### src/hdl/exec_pkg.sv
// Package of encodings, field positions and flag layout for the add/and executor
package exec_pkg;
    localparam int DATA_W = 8;
    localparam int WORD_W = 16;
    localparam int ADDR_W = 12;
    // Opcode fields
    localparam logic [7:0] OP_ADD_LITERAL = 8'h0F;
    localparam logic [7:0] OP_AND_LITERAL = 8'h0B;
    localparam logic [5:0] OP_ADD_ACC_TO_REG = 6'h09;
    localparam logic [5:0] OP_ADD_WITH_CARRY = 6'h08;
    localparam int OP8_HI = 15;
    localparam int OP8_LO = 8;
    localparam int OP6_LO = 10;
    localparam int DEST_BIT = 9;
    localparam int BANK_BIT = 8;
    localparam int BANK_W = 4;
    // Quick-access bank: offsets below 60h in bank 0, offsets from 60h up in the top bank
    localparam logic [7:0] INDEX_LIMIT = 8'h5F;
    localparam logic [7:0] ACCESS_SPLIT = 8'h60;
    localparam logic [3:0] ACCESS_HI_BANK = 4'hF;
    // Status flag positions
    localparam int FLAG_W = 5;
    localparam int FLG_C = 0;
    localparam int FLG_DC = 1;
    localparam int FLG_Z = 2;
    localparam int FLG_OV = 3;
    localparam int FLG_N = 4;
    localparam logic [7:0] ACC_RESET = 8'h00;
    localparam logic [4:0] STATUS_RESET = 5'h00;
    typedef enum logic [1:0] {
        PH_DECODE = 2'b00,
        PH_READ = 2'b01,
        PH_PROCESS = 2'b10,
        PH_WRITE = 2'b11
    } phase_e;
endpackage

### src/hdl/add_unit.sv
// Eight-bit adder with carry in producing result and arithmetic flags
`timescale 1ns/1ns
`default_nettype none
module add_unit (
    input wire logic [exec_pkg::DATA_W-1:0] i_a,
    input wire logic [exec_pkg::DATA_W-1:0] i_b,
    input wire logic i_cin,
    output logic [exec_pkg::DATA_W-1:0] o_sum,
    output logic o_carry,
    output logic o_digit_carry,
    output logic o_overflow
);
    import exec_pkg::*;
    logic [4:0] low_sum;
    logic [8:0] full_sum;
    assign low_sum = {1'b0, i_a[3:0]} + {1'b0, i_b[3:0]} + {4'h0, i_cin};
    assign full_sum = {1'b0, i_a} + {1'b0, i_b} + {8'h00, i_cin};
    assign o_sum = full_sum[7:0];
    assign o_carry = full_sum[8];
    assign o_digit_carry = low_sum[4];
    // Signed overflow: like-signed operands giving an opposite-signed sum
    assign o_overflow = (i_a[7] == i_b[7]) && (full_sum[7] != i_a[7]);
endmodule
`default_nettype wire

### src/hdl/add_and_instruction_exec.sv
// Four-phase executor for add-literal, add-to-register, add-with-carry, and-literal
`timescale 1ns/1ns
`default_nettype none
module add_and_instruction_exec #(
    parameter int DATA_W = 8,
    parameter int ADDR_W = 12
) (
    input wire logic i_ref_clk,
    input wire logic i_rst,
    input wire logic [exec_pkg::WORD_W-1:0] i_instr,
    input wire logic i_instr_valid,
    input wire logic i_extended_en,
    input wire logic [exec_pkg::BANK_W-1:0] i_bank_select_register,
    input wire logic [ADDR_W-1:0] i_index_base,
    input wire logic [DATA_W-1:0] i_rd_data,
    output logic o_busy,
    output logic [1:0] o_phase,
    output logic o_rd_en,
    output logic [ADDR_W-1:0] o_addr,
    output logic o_wr_en,
    output logic [DATA_W-1:0] o_wr_data,
    output logic [DATA_W-1:0] o_acc,
    output logic o_negative_flag,
    output logic o_overflow_flag,
    output logic o_zero_flag,
    output logic o_digit_carry_flag,
    output logic o_carry_flag,
    output logic o_illegal,
    output logic o_done
);
    import exec_pkg::*;

    // ----------------------------------------
    // Decode
    // ----------------------------------------
    phase_e phase;
    phase_e next_phase;
    logic [WORD_W-1:0] instr;
    logic [DATA_W-1:0] operand;
    logic [DATA_W-1:0] result;
    logic [FLAG_W-1:0] new_flags;
    logic [DATA_W-1:0] acc;
    logic [FLAG_W-1:0] status;

    wire in_start = (phase == PH_DECODE) && i_instr_valid;
    // Incoming word while taken, so the address and read strobe leave together
    wire [WORD_W-1:0] dec_instr = in_start ? i_instr : instr;
    wire is_add_literal = dec_instr[OP8_HI:OP8_LO] == OP_ADD_LITERAL;
    wire is_and_literal = dec_instr[OP8_HI:OP8_LO] == OP_AND_LITERAL;
    wire is_add_reg = dec_instr[OP8_HI:OP6_LO] == OP_ADD_ACC_TO_REG;
    wire is_add_carry = dec_instr[OP8_HI:OP6_LO] == OP_ADD_WITH_CARRY;
    wire is_reg_op = is_add_reg || is_add_carry;
    wire is_add = is_add_literal || is_add_reg || is_add_carry;
    wire is_known = is_add || is_and_literal;
    wire dest_reg = dec_instr[DEST_BIT];
    wire bank_sel = dec_instr[BANK_BIT];
    wire [7:0] faddr = dec_instr[7:0];
    wire new_known = (i_instr[OP8_HI:OP8_LO] == OP_ADD_LITERAL)
        || (i_instr[OP8_HI:OP8_LO] == OP_AND_LITERAL)
        || (i_instr[OP8_HI:OP6_LO] == OP_ADD_ACC_TO_REG)
        || (i_instr[OP8_HI:OP6_LO] == OP_ADD_WITH_CARRY);

    // ----------------------------------------
    // Address formation
    // ----------------------------------------
    wire use_indexed = !bank_sel && i_extended_en && (faddr <= INDEX_LIMIT);
    wire [ADDR_W-1:0] indexed_addr = i_index_base + {{(ADDR_W-8){1'b0}}, faddr};
    wire [ADDR_W-1:0] access_addr = (faddr >= ACCESS_SPLIT) ?
        {ACCESS_HI_BANK, faddr} : {{(ADDR_W-8){1'b0}}, faddr};
    wire [ADDR_W-1:0] banked_addr = {i_bank_select_register, faddr};
    wire [ADDR_W-1:0] eff_addr = use_indexed ? indexed_addr :
        (bank_sel ? banked_addr : access_addr);

    // ----------------------------------------
    // Data path
    // ----------------------------------------
    logic [DATA_W-1:0] sum;
    logic add_c;
    logic add_dc;
    logic add_ov;
    wire [DATA_W-1:0] add_b = is_reg_op ? operand : faddr;
    wire add_cin = is_add_carry && status[FLG_C];

    add_unit u_add (
        .i_a(acc),
        .i_b(add_b),
        .i_cin(add_cin),
        .o_sum(sum),
        .o_carry(add_c),
        .o_digit_carry(add_dc),
        .o_overflow(add_ov)
    );

    wire [DATA_W-1:0] and_res = acc & faddr;
    wire [DATA_W-1:0] next_result = is_and_literal ? and_res : sum;
    wire res_z = next_result == '0;
    // Logic ops keep the arithmetic flags as they were
    wire [FLAG_W-1:0] next_flags = is_add ?
        {next_result[7], add_ov, res_z, add_dc, add_c} :
        {next_result[7], status[FLG_OV], res_z, status[FLG_DC], status[FLG_C]};
    wire to_reg = is_reg_op && dest_reg;

    // ----------------------------------------
    // Phase sequencer
    // ----------------------------------------
    always_comb begin
        case (phase)
            PH_DECODE: next_phase = (i_instr_valid && new_known) ? PH_READ : PH_DECODE;
            PH_READ: next_phase = PH_PROCESS;
            PH_PROCESS: next_phase = PH_WRITE;
            PH_WRITE: next_phase = PH_DECODE;
            default: next_phase = PH_DECODE;
        endcase
    end

    always_ff @(posedge i_ref_clk) begin
        if (i_rst) begin
            phase <= PH_DECODE;
            instr <= '0;
            operand <= '0;
            result <= '0;
            new_flags <= STATUS_RESET;
            acc <= ACC_RESET;
            status <= STATUS_RESET;
        end else begin
            phase <= next_phase;
            if (in_start) begin
                instr <= i_instr;
            end
            if (phase == PH_READ) begin
                operand <= i_rd_data;
            end
            if (phase == PH_PROCESS) begin
                result <= next_result;
                new_flags <= next_flags;
            end
            if (phase == PH_WRITE) begin
                status <= new_flags;
                if (!to_reg) begin
                    acc <= result;
                end
            end
        end
    end

    // ----------------------------------------
    // Registered outputs
    // ----------------------------------------
    always_ff @(posedge i_ref_clk) begin
        if (i_rst) begin
            o_busy <= 1'b0;
            o_phase <= PH_DECODE;
            o_rd_en <= 1'b0;
            o_addr <= '0;
            o_wr_en <= 1'b0;
            o_wr_data <= '0;
            o_illegal <= 1'b0;
            o_done <= 1'b0;
        end else begin
            o_busy <= next_phase != PH_DECODE;
            o_phase <= next_phase;
            // Read strobe is issued so data is present during the read phase
            o_rd_en <= in_start && new_known && is_reg_op;
            o_addr <= (in_start && new_known) ? eff_addr : o_addr;
            o_wr_en <= (phase == PH_PROCESS) && to_reg;
            o_wr_data <= (phase == PH_PROCESS) ? next_result : o_wr_data;
            o_illegal <= in_start && !new_known;
            o_done <= phase == PH_WRITE;
        end
    end

    assign o_acc = acc;
    assign o_negative_flag = status[FLG_N];
    assign o_overflow_flag = status[FLG_OV];
    assign o_zero_flag = status[FLG_Z];
    assign o_digit_carry_flag = status[FLG_DC];
    assign o_carry_flag = status[FLG_C];

    // ----------------------------------------
    // Checks
    // ----------------------------------------
    a_cycle_four_phase: assert property (@(posedge i_ref_clk) disable iff (i_rst)
        (phase == PH_READ) |=> (phase == PH_PROCESS) ##1 (phase == PH_WRITE)
        ##1 (phase == PH_DECODE))
        else $error("phase sequence broken");
    a_add_literal_acc: assert property (@(posedge i_ref_clk) disable iff (i_rst)
        (phase == PH_PROCESS && is_add_literal) |=> ##1 (acc == $past(acc + faddr, 2)))
        else $error("add literal result wrong");
    a_and_literal_acc: assert property (@(posedge i_ref_clk) disable iff (i_rst)
        (phase == PH_PROCESS && is_and_literal) |=> ##1 (acc == $past(and_res, 2)))
        else $error("and literal result wrong");
    a_and_keeps_flags: assert property (@(posedge i_ref_clk) disable iff (i_rst)
        (phase == PH_WRITE && is_and_literal) |=> (status[FLG_C] == $past(status[FLG_C])
        && status[FLG_OV] == $past(status[FLG_OV]) && status[FLG_DC] == $past(status[FLG_DC])))
        else $error("and literal touched arithmetic flags");
    a_dest_reg_write: assert property (@(posedge i_ref_clk) disable iff (i_rst)
        (phase == PH_PROCESS && to_reg) |=> o_wr_en ##1 $stable(acc))
        else $error("register destination misrouted");
    a_dest_acc_nowrite: assert property (@(posedge i_ref_clk) disable iff (i_rst)
        (phase == PH_PROCESS && is_reg_op && !dest_reg) |=> !o_wr_en)
        else $error("accumulator destination wrote register");
    a_indexed_addr: assert property (@(posedge i_ref_clk) disable iff (i_rst)
        (in_start && new_known && use_indexed) |=> (o_addr == $past(indexed_addr)))
        else $error("indexed address wrong");
    a_bank_addr: assert property (@(posedge i_ref_clk) disable iff (i_rst)
        (in_start && new_known && bank_sel)
        |=> (o_addr[ADDR_W-1:8] == $past(i_bank_select_register)))
        else $error("bank select not applied");
    a_zero_flag_add: assert property (@(posedge i_ref_clk) disable iff (i_rst)
        (phase == PH_PROCESS && is_add) |=> ##1 (status[FLG_Z] == (o_wr_data == '0)))
        else $error("zero flag wrong");
    a_carry_in_used: assert property (@(posedge i_ref_clk) disable iff (i_rst)
        (phase == PH_PROCESS && is_add_carry) |=> (result == $past(acc + operand
        + {7'h00, status[FLG_C]})))
        else $error("carry not added");
endmodule
`default_nettype wire

### config.mk
export PLATFORM = sky130hd
export DESIGN_NAME = add_and_instruction_exec
export DESIGN_NICKNAME = d
export VERILOG_FILES = /design/src/hdl/exec_pkg.sv /design/src/hdl/add_unit.sv /design/src/hdl/add_and_instruction_exec.sv
export SDC_FILE = /design/constraint.sdc
export NUM_CORES = 1
export LEC_CHECK = 0
export BUFFER_PORTS_ARGS = -buffer_cell sky130_fd_sc_hd__buf_2
export CORE_MARGIN = 3
export CORE_UTILIZATION = 30
export CTS_BUF_LIST = sky130_fd_sc_hd__clkbuf_8
export DETAILED_ROUTE_END_ITERATION = 8
export PLACE_DENSITY = 0.56
export SLEW_MARGIN = 15
export SYNTH_ARGS = -nofsm -noshare
export SYNTH_HDL_FRONTEND = slang
export SYNTH_SLANG_ARGS = --single-unit
### constraint.sdc
create_clock -name i_ref_clk -period 8.2 [get_ports i_ref_clk]
set_input_delay 1.23 -clock i_ref_clk [delete_from_list [all_inputs] [get_ports i_ref_clk]]
set_output_delay 1.23 -clock i_ref_clk [all_outputs]
set_load 0.01 [all_outputs]
# Word level (Yosys, flattened, before mapping)
# Cells that the tools add are included.
# W data, S select, Z words.
dict set report totals {
  regBits 69
  latch_bits 0
  mem_bits_rw 0
  mem_bits_ro 0
  in_bits 44
  out_inout_bits 40
  wordCells 67
  memories 0
}
dict set report op_classes {
  n_addsub 5
  n_mul 0
  div 0
  magnitude_cmp 2
  eq_ne 13
  shifts 0
  mux 9
  n_bitwise 2
  n_reduce_logical 23
}
# op count
set op_table {}
lappend op_table {{$mux W12} 3}
lappend op_table {{$eq A8 B4 Y1 const B} 4}
lappend op_table {{$eq A6 B4 Y1 const B} 4}
lappend op_table {{$mux W16} 1}
lappend op_table {{$mux W8} 2}
lappend op_table {{$add A12 B8 Y12} 1}
lappend op_table {{$logic_and A1 B1 Y1} 11}
lappend op_table {{$add A8 B8 Y9} 1}
lappend op_table {{$add A9 B1 Y9} 1}
lappend op_table {{$and A8 B8 Y8} 1}
lappend op_table {{$ge A8 B7 Y1 const B} 1}
lappend op_table {{$le A8 B7 Y1 const B} 1}
lappend op_table {{$logic_not A8 Y1} 1}
lappend op_table {{$pmux W2 S4} 1}
lappend op_table {{$logic_or A1 B1 Y1} 6}
lappend op_table {{$add A4 B4 Y5} 1}
lappend op_table {{$add A5 B1 Y5} 1}
lappend op_table {{$eq A2 B2 Y1 const B} 2}
lappend op_table {{$mux W4} 1}
lappend op_table {{$eq A2 B1 Y1 const B} 1}
lappend op_table {{$logic_not A1 Y1} 2}
lappend op_table {{$logic_not A2 Y1} 1}
lappend op_table {{$reduce_and A2 Y1} 1}
lappend op_table {{$reduce_bool A2 Y1} 1}
lappend op_table {{other kinds (4)} 4}

# Depth between registers and ports, before layout
dict set report logic_depth {
  ltp_word 11
  ltp_mapped 17
  mapped_depth_nobuf 15
}

# Hierarchy
# From an unflattened synthesis, not the netlist that was laid out.
dict set report hier_totals {
  cells_unflattened 432
  area_unflattened_um2 3821.2
}
# module n_inst cells_each area_per_inst_um2 seq_area_each_um2
set modules_own_cells {}
lappend modules_own_cells {add_and_instruction_exec 1 395 3497.1 1361.3}
lappend modules_own_cells {add_unit 1 37 324.1 0.0}

# Worst setup path before layout
# No wires, ideal clock.
dict set report synth_timing {
  kind {in2reg}
  start {input i_instr_valid}
  end {register o_wr_data[6]}
  setup_time_ns 0.091
  arrival_ns 4.065
  required_ns 8.109
  path_slack_ns 4.044
  cell_stages 13
  path_buffers 1
  cell_sequence {nand2_2 -> mux2_2 -> nand2_1 -> buf_2 -> mux2_2 -> fa_1 -> inv_1 -> fa_1 -> nand2b_1 -> a21oi_1 -> o311a_1 -> or3_1 -> a311oi_1}
}
dict set report synth_between {
  elab_chain_cells 8
  elab_cells_between_ends 12
  classes_between {2 x add/sub; 3 x eq/ne; 3 x mux; 1 x bitwise; 3 x reduce/logical}
}
# element line_no
set synth_rtl {}
lappend synth_rtl {{start: declaration} add_and_instruction_exec.sv:11} ;# input wire logic i_instr_valid,
lappend synth_rtl {{$logic_and A1 B1 Y1 *} add_and_instruction_exec.sv:45} ;# wire in_start = (phase == PH_DECODE) && i_instr_valid;
lappend synth_rtl {{$mux W16 *} -}
lappend synth_rtl {{$eq A6 B4 Y1 (on tied branches)} {add_and_instruction_exec.sv:50, add_and_instruction_exec.sv:51}}
lappend synth_rtl {{$logic_or A1 B1 Y1} add_and_instruction_exec.sv:52} ;# wire is_reg_op = is_add_reg || is_add_carry;
lappend synth_rtl {{$mux W8} add_and_instruction_exec.sv:81} ;# wire [DATA_W-1:0] add_b = is_reg_op ? operand : faddr;
lappend synth_rtl {{$add A8 B8 Y9} add_unit.sv:17} ;# assign full_sum = {1'b0, i_a} + {1'b0, i_b} + {8'h00, i_cin};
lappend synth_rtl {{$add A9 B1 Y9} add_unit.sv:17}
lappend synth_rtl {{$mux W8 *} add_and_instruction_exec.sv:95} ;# wire [DATA_W-1:0] next_result = is_and_literal ? and_res : sum;
lappend synth_rtl {{end signal: assignment} add_and_instruction_exec.sv:166} ;# o_wr_data <= (phase == PH_PROCESS) ? next_result : o_wr_data;
lappend synth_rtl {{end: declaration} add_and_instruction_exec.sv:21} ;# output logic [DATA_W-1:0] o_wr_data,
# Every way passes the cells marked *; elsewhere a longest branch is shown, timed or not.
# A chain may end at the register's enable or synchronous reset.

# Final worst setup path
dict set report layout_timing {
  start {input i_instr_valid}
  end {register new_flags[3]}
}
dict set report layout_between {
  elab_chain_cells 10
  elab_cells_between_ends 16
  classes_between {2 x add/sub; 5 x eq/ne; 3 x mux; 6 x reduce/logical}
}
# element line_no
set layout_rtl {}
lappend layout_rtl {{$logic_and A1 B1 Y1 *} add_and_instruction_exec.sv:45}
lappend layout_rtl {{$mux W16 *} -}
lappend layout_rtl {{$eq A6 B4 Y1 (on tied branches)} {add_and_instruction_exec.sv:50, add_and_instruction_exec.sv:51}}
lappend layout_rtl {{$logic_or A1 B1 Y1} add_and_instruction_exec.sv:52}
lappend layout_rtl {{$mux W8} add_and_instruction_exec.sv:81}
lappend layout_rtl {{$add A8 B8 Y9} add_unit.sv:17}
lappend layout_rtl {{$add A9 B1 Y9} add_unit.sv:17}
lappend layout_rtl {{$ne A1 B1 Y1} add_unit.sv:22} ;# assign o_overflow = (i_a[7] == i_b[7]) && (full_sum[7] != i_a[7]);
lappend layout_rtl {{$logic_and A1 B1 Y1} add_unit.sv:22}
lappend layout_rtl {{$mux W4 *} add_and_instruction_exec.sv:98} ;# wire [FLAG_W-1:0] next_flags = is_add ?
lappend layout_rtl {{end signal: assignment} add_and_instruction_exec.sv:135} ;# new_flags <= next_flags;
lappend layout_rtl {{end: declaration} add_and_instruction_exec.sv:41} ;# logic [FLAG_W-1:0] new_flags;
# Marked as above.

==> run summary <==
Run status: completed
Number of buffers inserted for hold repair after clock tree synthesis: 0
Pin count of the biggest net entering global routing: 49
Post-route ant nets: 0
Total I/O pin count: 84
Area of the core: 12200 µm²
Setup Fix Bufs, Post-CTS: 0
Number of distinct library cells after synthesis: 62
Synth warnings: 0
Cell Area, Synth: 3770 µm²
Clock tree from TritonCTS: done
Antenna violations before repair: 0
Cts bufs inserted: 9
Arrival time of the worst setup path: 4860 ps
Routed via count: 3370
Height of the die: 118 µm
Maximum clock insertion buffer count: 2
Kind of launch point of the worst setup path: primary input
Worst Setup Path Type: in2reg
Final routed DRC violation total: 0
Number of nets in the synthesized netlist: 490
Most common cell in the synthesized netlist: dfxtp_1
Fin crit share: 56.2%
Detailed-route wire length per cell: 15.4 µm
Overall die width: 118 µm
Power Dens Cells: 155 nW/µm²
Total of flip-flops plus latches after synthesis: 68
Detailed-routing iteration count for the pre-antenna-repair pass: 4
CTS root buffer: clkbuf_8
Slew margin rel.: 46.3%
Number of flops mapped to enable cells by yosys: 0
Setup-failing EPs final: 0
Starting utilization of the core area: 31.0%
Detail Placement HPWL: 7890 µm
RSZ-0062 raised after global routing: false
Number of slew-limit violations in the final report: 0
CP Max Fanout: 22
Maximum level of the CTS H-tree: 3
Net total in the final layout: 567
Worst hold slack after final layout: 457 ps
Clock network latency to the later pin of the worst-skew pair: 350 ps
Clock Pin Slew Worst Setup and Hold Paths: 70 ps
Post-route core utilization: 36.8%
Dominant cell type by count on the critical path: mux2_2
Gate count of the mapped netlist: 423
DRC marker count from the first detailed-route iteration: 197
Req. time, crit path: 8450 ps
Post-Syn Area per Cell: 8.91 µm²
Synth area leaders: dfxtp_1 (36%), mux2i_1 (6.9%), ha_1 (6.6%)
Worst slack at placement: 3270 ps
Final worst clock skew: 7.90 ps
Post-CTS Resized: 0
Ordered cell list for the critical path: buf_2, nand2_2, mux2_2, nand2_1, mux2_2, fa_1, a211oi_2, o21bai_2, a2111oi_4, o21ai_1, a211o_1, a311oi_1
Fraction of registers with async set or reset after synthesis: 0%
Worst setup margin: 3590 ps
Die Footprint: 13900 µm²
Most frequently used flop master after synthesis: dfxtp_1
Cell accounting for the most synthesized area: dfxtp_1
Number of standard-cell rows in the floorplan: 40
Setup tns final: 0 ps
Wire length of the first global-routing pass: 17000 µm
Cell type of the slowest stage on the worst timing path: fa_1
Shortest clock period the worst path allows after layout: 4610 ps
Antenna cell count: 0
Vias per inst: 5.01
Leakage: 0.00197 µW
Pin slew with the least headroom to its limit: 806 ps
List of most frequent post-synthesis cells: dfxtp_1 (68), nor2_1 (54), nand2_1 (30), a21oi_1 (28), mux2i_1 (26)
Slowest cell delay on critical path: 430 ps
Layout area overhead: 18.8%
Max IR drop VDD: 0.0000638 V
Clk sink count: 68
Sequential area share after synthesis: 36.1%
Global placement routability congestion: 0.950
# port buffers: 83
Global Route Usage Sum: 15.0%
Fraction of post-synthesis cell area in the top cell type by area: 36.1%
Fraction of final layout cells with drive strength greater than 1: 25.1%
Setup crit end kind: flip-flop
Max Clk Rate: 0.217 GHz
Endpoints failing hold: 0
Tot Pwr: 692 µW
Tightest Hold Check Type: reg2reg
Via count of the first global-routing pass: 3273
Max-capacitance violation count: 0
Aggregate global routing overflow: 0
Routed WL: 10400 µm
area by class of cell:
type | count | area [µm²]
Fill cell | 1253 | 7680
Multi-Input combinational cell | 323 | 2270
Sequential cell | 68 | 1360
Timing Repair Buffer | 84 | 423
Tap cell | 168 | 210
Clock buffer | 10 | 138
Inverter | 14 | 52.6
Clock inverter | 6 | 25.0
logic make-up after synthesis:
logic type	Yosys count	synth area share, %
buffers and inverters	32	3.75
adders and majority gates	23	8.23
AOI/OAI and AO/OA	98	18.6
DFF	68	36.1
and+or+nand+nor	150	19.3
muxes	40	11.2
xor gates and xnor gates	12	2.79
metal layers:
| layer | wire length, µm | global-route usage [%] | up-vias | share of wire (%) |
|---|---|---|---|---|
| met5 | 0 | 0 | - | 0 |
| met3 | 444 | 3.27 | 22 | 4.3 |
| met2 | 4690 | 23.5 | 85 | 45 |
| met1 | 4970 | 19.8 | 1587 | 48 |
| li1 | - | - | 1676 | - |
| met4 | 255 | 6.30 | 0 | 2.5 |
layout by cell type, fill, tap and decap left out, types with 3 or more instances in the layout:
cell      count
nand3_1      12
o211ai_1     10
nand2_1      30
o211a_1       5
a211oi_1      5
o21ai_0      16
a311oi_1      3
nor2_1       54
o32ai_1       3
and3_1        3
nand2b_1      4
and2_1       10
nand4_1       3
dfxtp_1      68
a21boi_0      3
xnor2_1       7
a21oi_1      28
ha_1         20
xor2_1        5
or3_1         4
nor2b_1       4
fa_1          3
nor3_1        9
buf_2        83
or2_2         3
mux2i_1      26
clkbuf_8     10
inv_1        18
mux2_2       13
power by group:
part	internal [µW]	switching, µW	total, µW
clock	113	125	237
combinational	47.2	67.5	115
sequential	337	3.36	340
worst max-delay path: cells and delay by family:
family	cells	cell delay, ps
AO/OA/AOI/OAI	6	1460
buffers and inverters	1	150
multiplexers	2	820
adder cells (fa/ha/maj)	1	430
AND/OR/NAND/NOR	2	760
final timing paths:
kind	to	slack, ps	startpoint	depth (start not counted)
min reg2reg	o_addr[3]	460	o_addr[3]	2
min	o_addr[3]	460	o_addr[3]	2
max reg2reg	new_flags[3]	3810	o_phase[0]	13
max	new_flags[3]	3590	i_instr_valid	12
sequential cells by signal, summed over array words and instances (netlist names):
signal and cells:
new_flags 5, o_wr_data 7, operand 8, status 5, o_acc 8, o_rd_en 1, o_wr_en 1, o_phase 2
instr 16, o_addr 12, o_done 1, o_illegal 1, o_busy 1
stage by stage:
step / cells / instance area, µm²
6_report: 673 / 4480
5_1_grt: 673 / 4480
4_1_cts: 673 / 4480
3_5_place_dp: 657 / 4310
3_3_place_gp: 657 / 4310
2_1_floorplan: 423 / 3770
Note: power is estimated with default switching activity, not from simulation.
